==> config.mk <==
export PLATFORM = sky130hd
export DESIGN_NAME = rpku_top
export DESIGN_NICKNAME = d
export VERILOG_FILES = /design/src/rpku_pkg.sv /design/src/rpku_key_if.sv /design/src/rpku_key_store.sv /design/src/rpku_top.sv
export SDC_FILE = /design/constraint.sdc
export NUM_CORES = 2
export LEC_CHECK = 0
export BUFFER_PORTS_ARGS = -buffer_cell sky130_fd_sc_hd__buf_2
export CAP_MARGIN = 20
export CORE_MARGIN = 3
export CORE_UTILIZATION = 45
export CTS_BUF_LIST = sky130_fd_sc_hd__clkbuf_16
export CTS_CLUSTER_SIZE = 12
export DETAILED_ROUTE_END_ITERATION = 12
export HOLD_SLACK_MARGIN = 0.02
export PLACE_DENSITY = 0.75
export SLEW_MARGIN = 10
export SYNTH_ARGS = -nofsm -noshare
export SYNTH_HDL_FRONTEND = slang
export SYNTH_SLANG_ARGS = --single-unit
==> constraint.sdc <==
create_clock -name clk -period 3.2 [get_ports clk]
set_input_delay 0.16 -clock clk [delete_from_list [all_inputs] [get_ports clk]]
set_output_delay 0.16 -clock clk [all_outputs]
set_load 0.005 [all_outputs]
==> src/rpku_pkg.sv <==
// Package of constants and types for the region and protection key unit.
package rpku_pkg;
   // -----------------------------------------------------------------
   // Sizes
   // -----------------------------------------------------------------
   localparam int unsigned NUM_REGIONS  = 8;
   localparam int unsigned NUM_KEYS     = 16;
   localparam int unsigned TAG_BITS     = 18;
   localparam int unsigned KEY_BITS     = 18;
   localparam int unsigned REG_W        = 64;
   localparam int unsigned RIDX_W       = 3;
   localparam int unsigned KIDX_W       = 4;
   localparam int unsigned PSIZE_W      = 6;
   // -----------------------------------------------------------------
   // Region attribute register fields
   // -----------------------------------------------------------------
   localparam int unsigned RA_WALK_BIT  = 0;
   localparam int unsigned RA_RSV_BIT   = 1;
   localparam int unsigned RA_PSIZE_LSB = 2;
   localparam int unsigned RA_TAG_LSB   = 8;
   localparam int unsigned RA_TAG_MSB   = 31;
   // -----------------------------------------------------------------
   // Domain key register fields
   // -----------------------------------------------------------------
   localparam int unsigned DK_VALID_BIT = 0;
   localparam int unsigned DK_WDENY_BIT = 1;
   localparam int unsigned DK_RDENY_BIT = 2;
   localparam int unsigned DK_XDENY_BIT = 3;
   localparam int unsigned DK_KEY_LSB   = 8;
   localparam int unsigned DK_KEY_MSB   = 31;
   // -----------------------------------------------------------------
   // Page sizes and reset values
   // -----------------------------------------------------------------
   localparam logic [5:0] PSIZE_4K     = 6'h0c;
   localparam logic [63:0] PSIZE_LEGAL = 64'h0000_0000_1555_7000;
   localparam logic [63:0] RA_RESET    = 64'h0000_0000_0000_0030;
   localparam logic [63:0] DK_RESET    = 64'h0000_0000_0000_0000;
   localparam int unsigned VA_REGION_LSB = 61;

   typedef enum logic [1:0] {
      RPKU_REF_DATA  = 2'h0,
      RPKU_REF_INSTR = 2'h1,
      RPKU_REF_STACK = 2'h2
   } rpku_ref_t;

   typedef struct packed {
      logic [TAG_BITS-1:0] tag;
      logic [PSIZE_W-1:0]  psize;
      logic                walk;
   } rpku_region_t;

   typedef struct packed {
      logic [KEY_BITS-1:0] key;
      logic                xdeny;
      logic                rdeny;
      logic                wdeny;
      logic                valid;
   } rpku_dkey_t;
endpackage

==> src/rpku_key_if.sv <==
// Interface carrying the domain key array between the top and the key store.
interface rpku_key_if;
   logic                                  wr_en;
   logic [rpku_pkg::KIDX_W-1:0]           wr_idx;
   rpku_pkg::rpku_dkey_t                  wr_data;
   rpku_pkg::rpku_dkey_t [rpku_pkg::NUM_KEYS-1:0] keys;
   modport owner (output wr_en, output wr_idx, output wr_data, input keys);
   modport store (input wr_en, input wr_idx, input wr_data, output keys);
endinterface

==> src/rpku_key_store.sv <==
// Domain key register array with uniqueness invalidation on valid writes.
module rpku_key_store (
   input  wire logic   clk,
   input  wire logic   resetn,
   rpku_key_if.store   kif
);
   typedef struct packed {
      rpku_pkg::rpku_dkey_t [rpku_pkg::NUM_KEYS-1:0] keys;
   } rpku_ks_state_t;

   rpku_ks_state_t st_r;
   rpku_ks_state_t st_nxt;

   always_comb begin
      st_nxt = st_r;
      if (kif.wr_en) begin
         if (kif.wr_data.valid) begin
            for (int i = 0; i < rpku_pkg::NUM_KEYS; i++) begin
               if (st_r.keys[i].valid && st_r.keys[i].key == kif.wr_data.key) begin
                  st_nxt.keys[i].valid = 1'b0;
               end
            end
         end
         st_nxt.keys[kif.wr_idx] = kif.wr_data;
      end
   end

   always_ff @(posedge clk or negedge resetn) begin
      if (!resetn) begin
         st_r <= '0;
      end else begin
         st_r <= st_nxt;
      end
   end

   assign kif.keys = st_r.keys;
endmodule

==> src/rpku_top.sv <==
// Region attribute and domain key registers with access key checking.
module rpku_top (
   input  wire logic        clk,
   input  wire logic        resetn,
   // Move instruction port.
   input  wire logic        mv_region_wr,
   input  wire logic        mv_key_wr,
   input  wire logic        mv_rd_region,
   input  wire logic        mv_rd_key,
   input  wire logic [3:0]  mv_idx,
   input  wire logic [63:0] mv_wdata,
   output logic [63:0]      mv_rdata,
   output logic             mv_rdata_valid,
   output logic             mv_rsvd_fault,
   // Processor status bits.
   input  wire logic        key_check_on,
   input  wire logic        data_xlate_on,
   input  wire logic        instr_xlate_on,
   input  wire logic        stack_xlate_on,
   // Translation insert and lookup.
   input  wire logic        xl_req,
   input  wire logic        xl_legacy,
   input  wire logic [63:0] xl_vaddr,
   output logic             xl_walk_en,
   output logic [5:0]       xl_psize,
   output logic [23:0]      xl_tag,
   output logic             xl_valid,
   // Access key check.
   input  wire logic        acc_req,
   input  wire logic [1:0]  acc_type,
   input  wire logic        acc_read,
   input  wire logic        acc_write,
   input  wire logic        acc_exec,
   input  wire logic [23:0] acc_key,
   output logic             acc_done,
   output logic             acc_key_miss,
   output logic             acc_key_perm,
   // Data translation entry key query.
   input  wire logic        dkq_req,
   input  wire logic [23:0] dkq_entry_key,
   output logic [23:0]      dkq_key,
   output logic             dkq_valid
);
   // -----------------------------------------------------------------
   // State
   // -----------------------------------------------------------------
   typedef struct packed {
      rpku_pkg::rpku_region_t [rpku_pkg::NUM_REGIONS-1:0] reg_a;
      logic [63:0] rdata;
      logic        rdata_valid;
      logic        rsvd_fault;
      logic        walk_en;
      logic [5:0]  psize;
      logic [23:0] tag;
      logic        xl_valid;
      logic        done;
      logic        miss;
      logic        perm;
      logic [23:0] dkey;
      logic        dvalid;
   } rpku_state_t;

   rpku_state_t st_r;
   rpku_state_t st_nxt;

   rpku_key_if kif ();

   rpku_key_store u_keys (
      .clk    (clk),
      .resetn (resetn),
      .kif    (kif)
   );

   // -----------------------------------------------------------------
   // Field helpers
   // -----------------------------------------------------------------
   function automatic logic [63:0] region_word(input rpku_pkg::rpku_region_t r);
      logic [63:0] w;
      w = '0;
      w[rpku_pkg::RA_WALK_BIT] = r.walk;
      w[rpku_pkg::RA_PSIZE_LSB +: rpku_pkg::PSIZE_W] = r.psize;
      w[rpku_pkg::RA_TAG_LSB +: rpku_pkg::TAG_BITS] = r.tag;
      return w;
   endfunction

   function automatic logic [23:0] widen_tag(input logic [rpku_pkg::TAG_BITS-1:0] t);
      logic [23:0] w;
      w = '0;
      w[rpku_pkg::TAG_BITS-1:0] = t;
      return w;
   endfunction

   // -----------------------------------------------------------------
   // Key matching
   // -----------------------------------------------------------------
   logic [rpku_pkg::NUM_KEYS-1:0] hit_vec;
   rpku_pkg::rpku_dkey_t          hit_key;

   genvar gi;
   generate
      for (gi = 0; gi < rpku_pkg::NUM_KEYS; gi++) begin : g_match
         assign hit_vec[gi] = kif.keys[gi].valid &&
            (kif.keys[gi].key == acc_key[rpku_pkg::KEY_BITS-1:0]) &&
            (acc_key[23:rpku_pkg::KEY_BITS] == '0);
      end
   endgenerate

   always_comb begin
      hit_key = '0;
      for (int i = 0; i < rpku_pkg::NUM_KEYS; i++) begin
         if (hit_vec[i]) begin
            hit_key = kif.keys[i];
         end
      end
   end

   // -----------------------------------------------------------------
   // Key write path
   // -----------------------------------------------------------------
   rpku_pkg::rpku_dkey_t key_wr;
   always_comb begin
      key_wr.valid = mv_wdata[rpku_pkg::DK_VALID_BIT];
      key_wr.wdeny = mv_wdata[rpku_pkg::DK_WDENY_BIT];
      key_wr.rdeny = mv_wdata[rpku_pkg::DK_RDENY_BIT];
      key_wr.xdeny = mv_wdata[rpku_pkg::DK_XDENY_BIT];
      key_wr.key   = mv_wdata[rpku_pkg::DK_KEY_LSB +: rpku_pkg::KEY_BITS];
   end

   assign kif.wr_en   = mv_key_wr;
   assign kif.wr_idx  = mv_idx;
   assign kif.wr_data = key_wr;

   // -----------------------------------------------------------------
   // Next state
   // -----------------------------------------------------------------
   logic                           xlate_on;
   logic [rpku_pkg::RIDX_W-1:0]    rsel;
   logic [5:0]                     wr_psize;
   rpku_pkg::rpku_dkey_t           rk;

   always_comb begin
      st_nxt = st_r;
      rk = kif.keys[mv_idx];
      wr_psize = mv_wdata[rpku_pkg::RA_PSIZE_LSB +: rpku_pkg::PSIZE_W];

      st_nxt.rsvd_fault = 1'b0;
      if (mv_region_wr) begin
         if (mv_idx[3] || !rpku_pkg::PSIZE_LEGAL[wr_psize] ||
             mv_wdata[rpku_pkg::RA_RSV_BIT] ||
             mv_wdata[63:rpku_pkg::RA_TAG_LSB + rpku_pkg::TAG_BITS] != '0) begin
            st_nxt.rsvd_fault = 1'b1;
         end else begin
            st_nxt.reg_a[mv_idx[2:0]].walk = mv_wdata[rpku_pkg::RA_WALK_BIT];
            st_nxt.reg_a[mv_idx[2:0]].psize = wr_psize;
            st_nxt.reg_a[mv_idx[2:0]].tag =
               mv_wdata[rpku_pkg::RA_TAG_LSB +: rpku_pkg::TAG_BITS];
         end
      end

      // Move-from reads.
      st_nxt.rdata_valid = mv_rd_region || mv_rd_key;
      st_nxt.rdata = '0;
      if (mv_rd_region && !mv_idx[3]) begin
         st_nxt.rdata = region_word(st_r.reg_a[mv_idx[2:0]]);
      end else if (mv_rd_key) begin
         st_nxt.rdata[rpku_pkg::DK_VALID_BIT] = rk.valid;
         st_nxt.rdata[rpku_pkg::DK_WDENY_BIT] = rk.wdeny;
         st_nxt.rdata[rpku_pkg::DK_RDENY_BIT] = rk.rdeny;
         st_nxt.rdata[rpku_pkg::DK_XDENY_BIT] = rk.xdeny;
         st_nxt.rdata[rpku_pkg::DK_KEY_LSB +: rpku_pkg::KEY_BITS] = rk.key;
      end

      rsel = xl_vaddr[rpku_pkg::VA_REGION_LSB +: rpku_pkg::RIDX_W];
      if (xl_legacy) begin
         rsel = '0;
      end
      st_nxt.xl_valid = xl_req;
      st_nxt.psize    = st_r.reg_a[rsel].psize;
      st_nxt.walk_en  = st_r.reg_a[rsel].walk;
      st_nxt.tag      = widen_tag(st_r.reg_a[rsel].tag);

      unique case (acc_type)
         rpku_pkg::RPKU_REF_DATA:  xlate_on = data_xlate_on;
         rpku_pkg::RPKU_REF_INSTR: xlate_on = instr_xlate_on;
         rpku_pkg::RPKU_REF_STACK: xlate_on = stack_xlate_on;
         default:                  xlate_on = 1'b0;
      endcase

      st_nxt.done = acc_req;
      st_nxt.miss = 1'b0;
      st_nxt.perm = 1'b0;
      if (acc_req && key_check_on && xlate_on) begin
         if (hit_vec == '0) begin
            st_nxt.miss = 1'b1;
         end else begin
            st_nxt.perm = (acc_write && hit_key.wdeny) ||
                          (acc_read  && hit_key.rdeny) ||
                          (acc_exec  && hit_key.xdeny);
         end
      end

      st_nxt.dvalid = dkq_req;
      st_nxt.dkey   = dkq_req ? dkq_entry_key : st_r.dkey;
   end

   // -----------------------------------------------------------------
   // Registers
   // -----------------------------------------------------------------
   always_ff @(posedge clk or negedge resetn) begin
      if (!resetn) begin
         st_r <= '0;
         for (int i = 0; i < rpku_pkg::NUM_REGIONS; i++) begin
            st_r.reg_a[i].psize <= rpku_pkg::PSIZE_4K;
         end
      end else begin
         st_r <= st_nxt;
      end
   end

   assign mv_rdata       = st_r.rdata;
   assign mv_rdata_valid = st_r.rdata_valid;
   assign mv_rsvd_fault  = st_r.rsvd_fault;
   assign xl_walk_en     = st_r.walk_en;
   assign xl_psize       = st_r.psize;
   assign xl_tag         = st_r.tag;
   assign xl_valid       = st_r.xl_valid;
   assign acc_done       = st_r.done;
   assign acc_key_miss   = st_r.miss;
   assign acc_key_perm   = st_r.perm;
   assign dkq_key        = st_r.dkey;
   assign dkq_valid      = st_r.dvalid;
endmodule

## Word level (Yosys, flattened, before mapping)

Memory sizes are Yosys's and may differ from the RTL's.
Cells that the tools add are included.

| storage, ports and cells | value |
|---|---|
| register bits | 634 |
| bits in read-only memories | 64 |
| bits of input ports | 199 |
| output and inout bits | 126 |
| word-level logic and storage cells | 322 |
| memories kept | 1 |

| cells by class | value |
|---|---|
| magnitude comparators | 6 |
| equality and inequality tests | 34 |
| mux-type cells | 95 |
| bitwise logic cells | 1 |
| reductions and logical operators | 69 |

Memories:

| name | depth | bits a word | read ports | clocked after memory_dff | write ports | RTL line | text |
|---|---|---|---|---|---|---|---|
| (no name shown) | 64 | 1 | 1 | 0 | 0 | rpku_top.sv:148 | `if (mv_idx[3] \|\| !rpku_pkg::PSIZE_LEGAL[wr_psize] \|\|` |

Operator list:

| cell | number |
|---|---|
| $bwmux W200 | 3 |
| $eq A18 B18 Y1 | 32 |
| $bwmux W352 | 1 |
| $demux W25 S3 | 3 |
| $bmux W25 S3 | 2 |
| $bmux W22 S4 | 1 |
| $demux W22 S4 | 1 |
| $mux W4 | 19 |
| $mux W25 | 3 |
| $logic_and A1 B1 Y1 | 56 |
| $mux W1 | 54 |
| $mux W22 | 2 |
| $reduce_bool A38 Y1 | 1 |
| $mux W18 | 2 |
| $logic_not A16 Y1 | 1 |
| $lt A3 B4 Y1 const B | 2 |
| $lt A6 B7 Y1 const B | 1 |
| $mux W7 | 1 |
| $logic_not A6 Y1 | 1 |
| $logic_or A1 B1 Y1 | 6 |
| $lt A4 B5 Y1 const B | 1 |
| $ge A4 B1 Y1 const B | 1 |
| $ge A3 B1 Y1 const B | 1 |
| $mux W3 | 1 |
| other kinds (8) | 9 |

## Depth between registers and ports, before layout

| depth | value |
|---|---|
| depth in word-level cells | 24 |
| mapped depth | 11 |
| mapped depth without buffers | 9 |

## Hierarchy

A second synthesis with hierarchy kept.

| second synthesis, totals | value |
|---|---|
| cells, all modules | 3153 |
| area total of the unflattened synthesis | 36951.7 µm² |

By module, submodules not included:

| module | times used | cells each | area an instance (µm²) | seq. area each (µm²) |
|---|---|---|---|---|
| rpku_top | 1 | 1899 | 20204.4 | 7076.8 |
| rpku_key_store | 1 | 1254 | 16747.3 | 8808.4 |

## Worst setup path after synthesis

Ideal clock, no wire load.

| timing | value |
|---|---|
| path kind | reg-to-reg |
| start point | register u_keys.st_r (netlist bit u_keys.kif.keys[109]) |
| end point | register st_r (netlist bit acc_key_perm) |
| library setup time | 0.132 ns |
| data arrival time | 2.322 ns |
| data required time | 3.068 ns |
| slack | 0.746 ns |
| cell stages (with the launch flop) | 9 |
| buffers on the path | 0 |
| clock period less this slack | 2.454 ns |
| path through | dfrtp_1 -> xor2_1 -> or4_1 -> nor2_2 -> mux2_2 -> o311ai_1 -> a41oi_1 -> o31ai_1 -> a31oi_1 |

RTL lines:

| item | RTL line | text |
|---|---|---|
| start, declared | rpku_key_store.sv:11 | `rpku_ks_state_t st_r;` |
| start signal, assigned | rpku_key_store.sv:32 | `st_r <= st_nxt;` |
| end signal, assigned | rpku_top.sv:216 | `st_r <= st_nxt;` |
| end, declared | rpku_top.sv:63 | `rpku_state_t st_r;` |

==> out/results.ini <==
[yosys]
synth_area_leader_cell=dfrtp_1
synthFlopType=dfrtp_1
synth.most_common_cell=dfrtp_1
async_flop_share_pct=100
avgSynthCellArea_sq_um=12.9
syn-cell-area_sq_um=37200
ys_ff_latch=634
ys_seq_area_share_pct=42.7
synthTopCellsByArea=dfrtp_1, mux2_2, mux4_2
yosys_warnings=0
synth_edf_count=0
synth_top_cell_area_share_pct=41.6
synth_commonest_cells=dfrtp_1, mux2_2, xor2_1
syn-instance-count=2890
synth.distinct_cells=63

[place]
dp_worst_setup_slack_ns=0.201
numPortBuffers=219
gp_congestion=1.01
placed_cell_area_sq_um=39400
hpwl_um=83500

[sta]
rsz0062_at_grt=no
hold_viol_final=0
fmax_mhz=339
finalSetupViolCount=0
fin_crit_ns=2.95
setup_ws_ns=0.246
finClkSkew_ns=0.0302
period_share_pct=92.3
setup-tns-final_ns=0
slew_violations=0
worst_pin_slew_ns=0.919
max-slew-margin-rel_pct=38.7

[route]
route.detailed.drc=0
ant_nets=0
wl_met1_um=46900
drt-total-wl_um=119000
initialDrtViolationCount=2720
top_layer_used=met5
via_per_inst=6.22
vias=26000
post_drt_wl_per_cell_um=28.5
first_pass_iters=5
dr_wl_met3_um=11100
wl_met2_um=55300

[power_and_ir_drop]
p_clk_share_pct=33.6
power_switching_mw=7.82
p_total_mw=24.4
pwr-share-seq_pct=44.6
internal_power_mw=16.5
switching_share_pct=32.1
ir_drop_mv=0.442
power.density_nw_per_um2=578
cellLeakagePower_nw=18.7
comb_power_share_pct=21.7

[global_routing]
grt_pass1_wl_um=176000
grt_max_degree=83
gr-total-overflow=0
antenna_found_initial=4
grt_pass1_vias=26500
grtUsageTotal_pct=27.5

[final_layout]
syn_to_final_growth_pct=13.3
final_layout_size_suffix_gt1_share_pct=41.6
final_area_sq_um=42100
nets=3259

[worst_setup_path]
crit_required_ns=3.68
crit_arrival_ns=3.44
crit_type=register to register
cp-start-kind=register
worst_setup_path_end_kind=register
cp_max_fo=4

[cts]
htreeDepth=3
clockRootBuffer=clkbuf_16
cts_made_buffers=74
clk_latency_ns=0.64
ctsLongestPathBuffers=3
cts_tree=built
post_cts_resize_count=0
clock-sinks=634
cts.clk_slew.worst_paths_ns=0.06

[hold_path]
hold_path_class=input pin to register

[floorplan]
core_area_sq_um=81200
io_pins=325
die_y_um=293
die_w_um=293
rows=104
die_area_sq_um=86100
start_util_pct=45.8

[job]
max_cap_violations=0

[outcome]
status=completed

## final cells by class
| cell class | count | area, sq um |
|---|---|---|
| fillers | 6991 | 39100 |
| multi-input cells | 1912 | 19500 |
| flip-flops and latches | 634 | 15900 |
| repair buffers | 426 | 3050 |
| clock buffers | 75 | 1880 |
| well taps | 1060 | 1330 |
| clock inverters | 54 | 449 |
| inverters | 12 | 45.0 |
| diodes | 1 | 2.50 |
## metal layers
metal,vias to the layer above,track usage (%)
met4,6,11.3
met1,13600,37.0
met3,316,5.67
met5,-,0
met2,1446,43.7
li1,10600,-
## sequential cells by signal (all words and copies together), names as in the netlist, 6 cells and up
register	count
mv_rdata	26
u_keys.kif.keys	352
xl_psize	6
st_r	200
dkq_key	24
xl_tag	18
## layout by cell type, fill, tap and decap left out, types with 8 or more instances in the layout
| master | n |
|---|---|
| dfrtp_1 | 618 |
| mux2_2 | 567 |
| xor2_1 | 432 |
| buf_2 | 215 |
| mux4_2 | 209 |
| xnor2_1 | 144 |
| buf_4 | 144 |
| nor4_1 | 116 |
| clkbuf_16 | 75 |
| nand4_1 | 62 |
| o21ai_0 | 57 |
| nand3_1 | 49 |
| nand2_1 | 46 |
| conb_1 | 44 |
| dlygate4sd3_1 | 43 |
| mux2i_1 | 30 |
| inv_1 | 27 |
| buf_12 | 21 |
| nor2_1 | 20 |
| nor3_1 | 19 |
| clkinv_1 | 17 |
| dfstp_2 | 16 |
| o211ai_1 | 13 |
| and2_1 | 11 |
| nor2_2 | 9 |
| o41ai_1 | 8 |
| clkinv_2 | 8 |
## cell families after synthesis
logic type	count (synthesis)	share of synthesized area [%]
AOI/OAI and AO/OA	112	1.96
muxes	806	30.6
xor gates and xnor gates	576	13.6
and+or+nand+nor	374	5.71
buffers and inverters	387	5.41
other	1	0.0101
DFF	634	42.7
## final timing paths
check | depth (start not counted) | endpoint | slack [ns] | startpoint
min | 4 | u_keys.kif.keys[110]$_DFFE_PN0P_ | 0.07 | mv_wdata[0]
max | 9 | acc_key_perm$_DFF_PN0_ | 0.25 | u_keys.kif.keys[102]$_DFFE_PN0P_
max reg2reg | 9 | acc_key_perm$_DFF_PN0_ | 0.25 | u_keys.kif.keys[102]$_DFFE_PN0P_
min in group asynchronous | 2 | dkq_key[2]$_DFFE_PN0P_ | 0.17 | resetn
max in group asynchronous | 3 | u_keys.kif.keys[313]$_DFFE_PN0P_ | 2.08 | resetn
min reg2reg | 1 | dkq_key[11]$_DFFE_PN0P_ | 0.50 | dkq_key[11]$_DFFE_PN0P_
## timing repair
item | 4_1_cts | 5_1_grt
setup endpoints to repair | 0 | 0
hold buffers | 43 | 0
hold endpoints to repair | 139 | 0
buffers inserted | 0 | 0
## power by group through the flow
stage / combinational, mW / sequential [mW] / clock, mW
after floorplan: 3.73 / 10.2 / 0
after CTS: 5.24 / 10.8 / 8.34
final: 5.30 / 10.9 / 8.20
after detailed placement: 5.16 / 10.9 / 0
after global placement: 5.06 / 10.9 / 0
after global routing: 5.63 / 11.0 / 8.67
## critical path, stage by stage (launching register included)
cell and delay, ns:
dfrtp_1 0.42, xor2_1 0.18, nor4_1 0.40, nand4_1 0.31, nor2_2 0.19, mux2_2 0.34, o311ai_1 0.36, a41oi_1 0.18
o31ai_1 0.29, a31oi_1 0.13
## stage by stage
| stage | hold slack (ns) | instances | util [%] |
|---|---|---|---|
| 6_report | 0.0684 | 4174 | 51.9 |
| 2_1_floorplan | -0.136 | 2933 | - |
| 4_1_cts | 0.0216 | 4173 | 51.9 |
| 5_1_grt | 0.0533 | 4173 | 51.9 |
| 3_5_place_dp | 0.223 | 4001 | 48.5 |
| 3_3_place_gp | 0.248 | 4001 | 48.5 |
No activity file was read; power rests on OpenSTA's default activity.
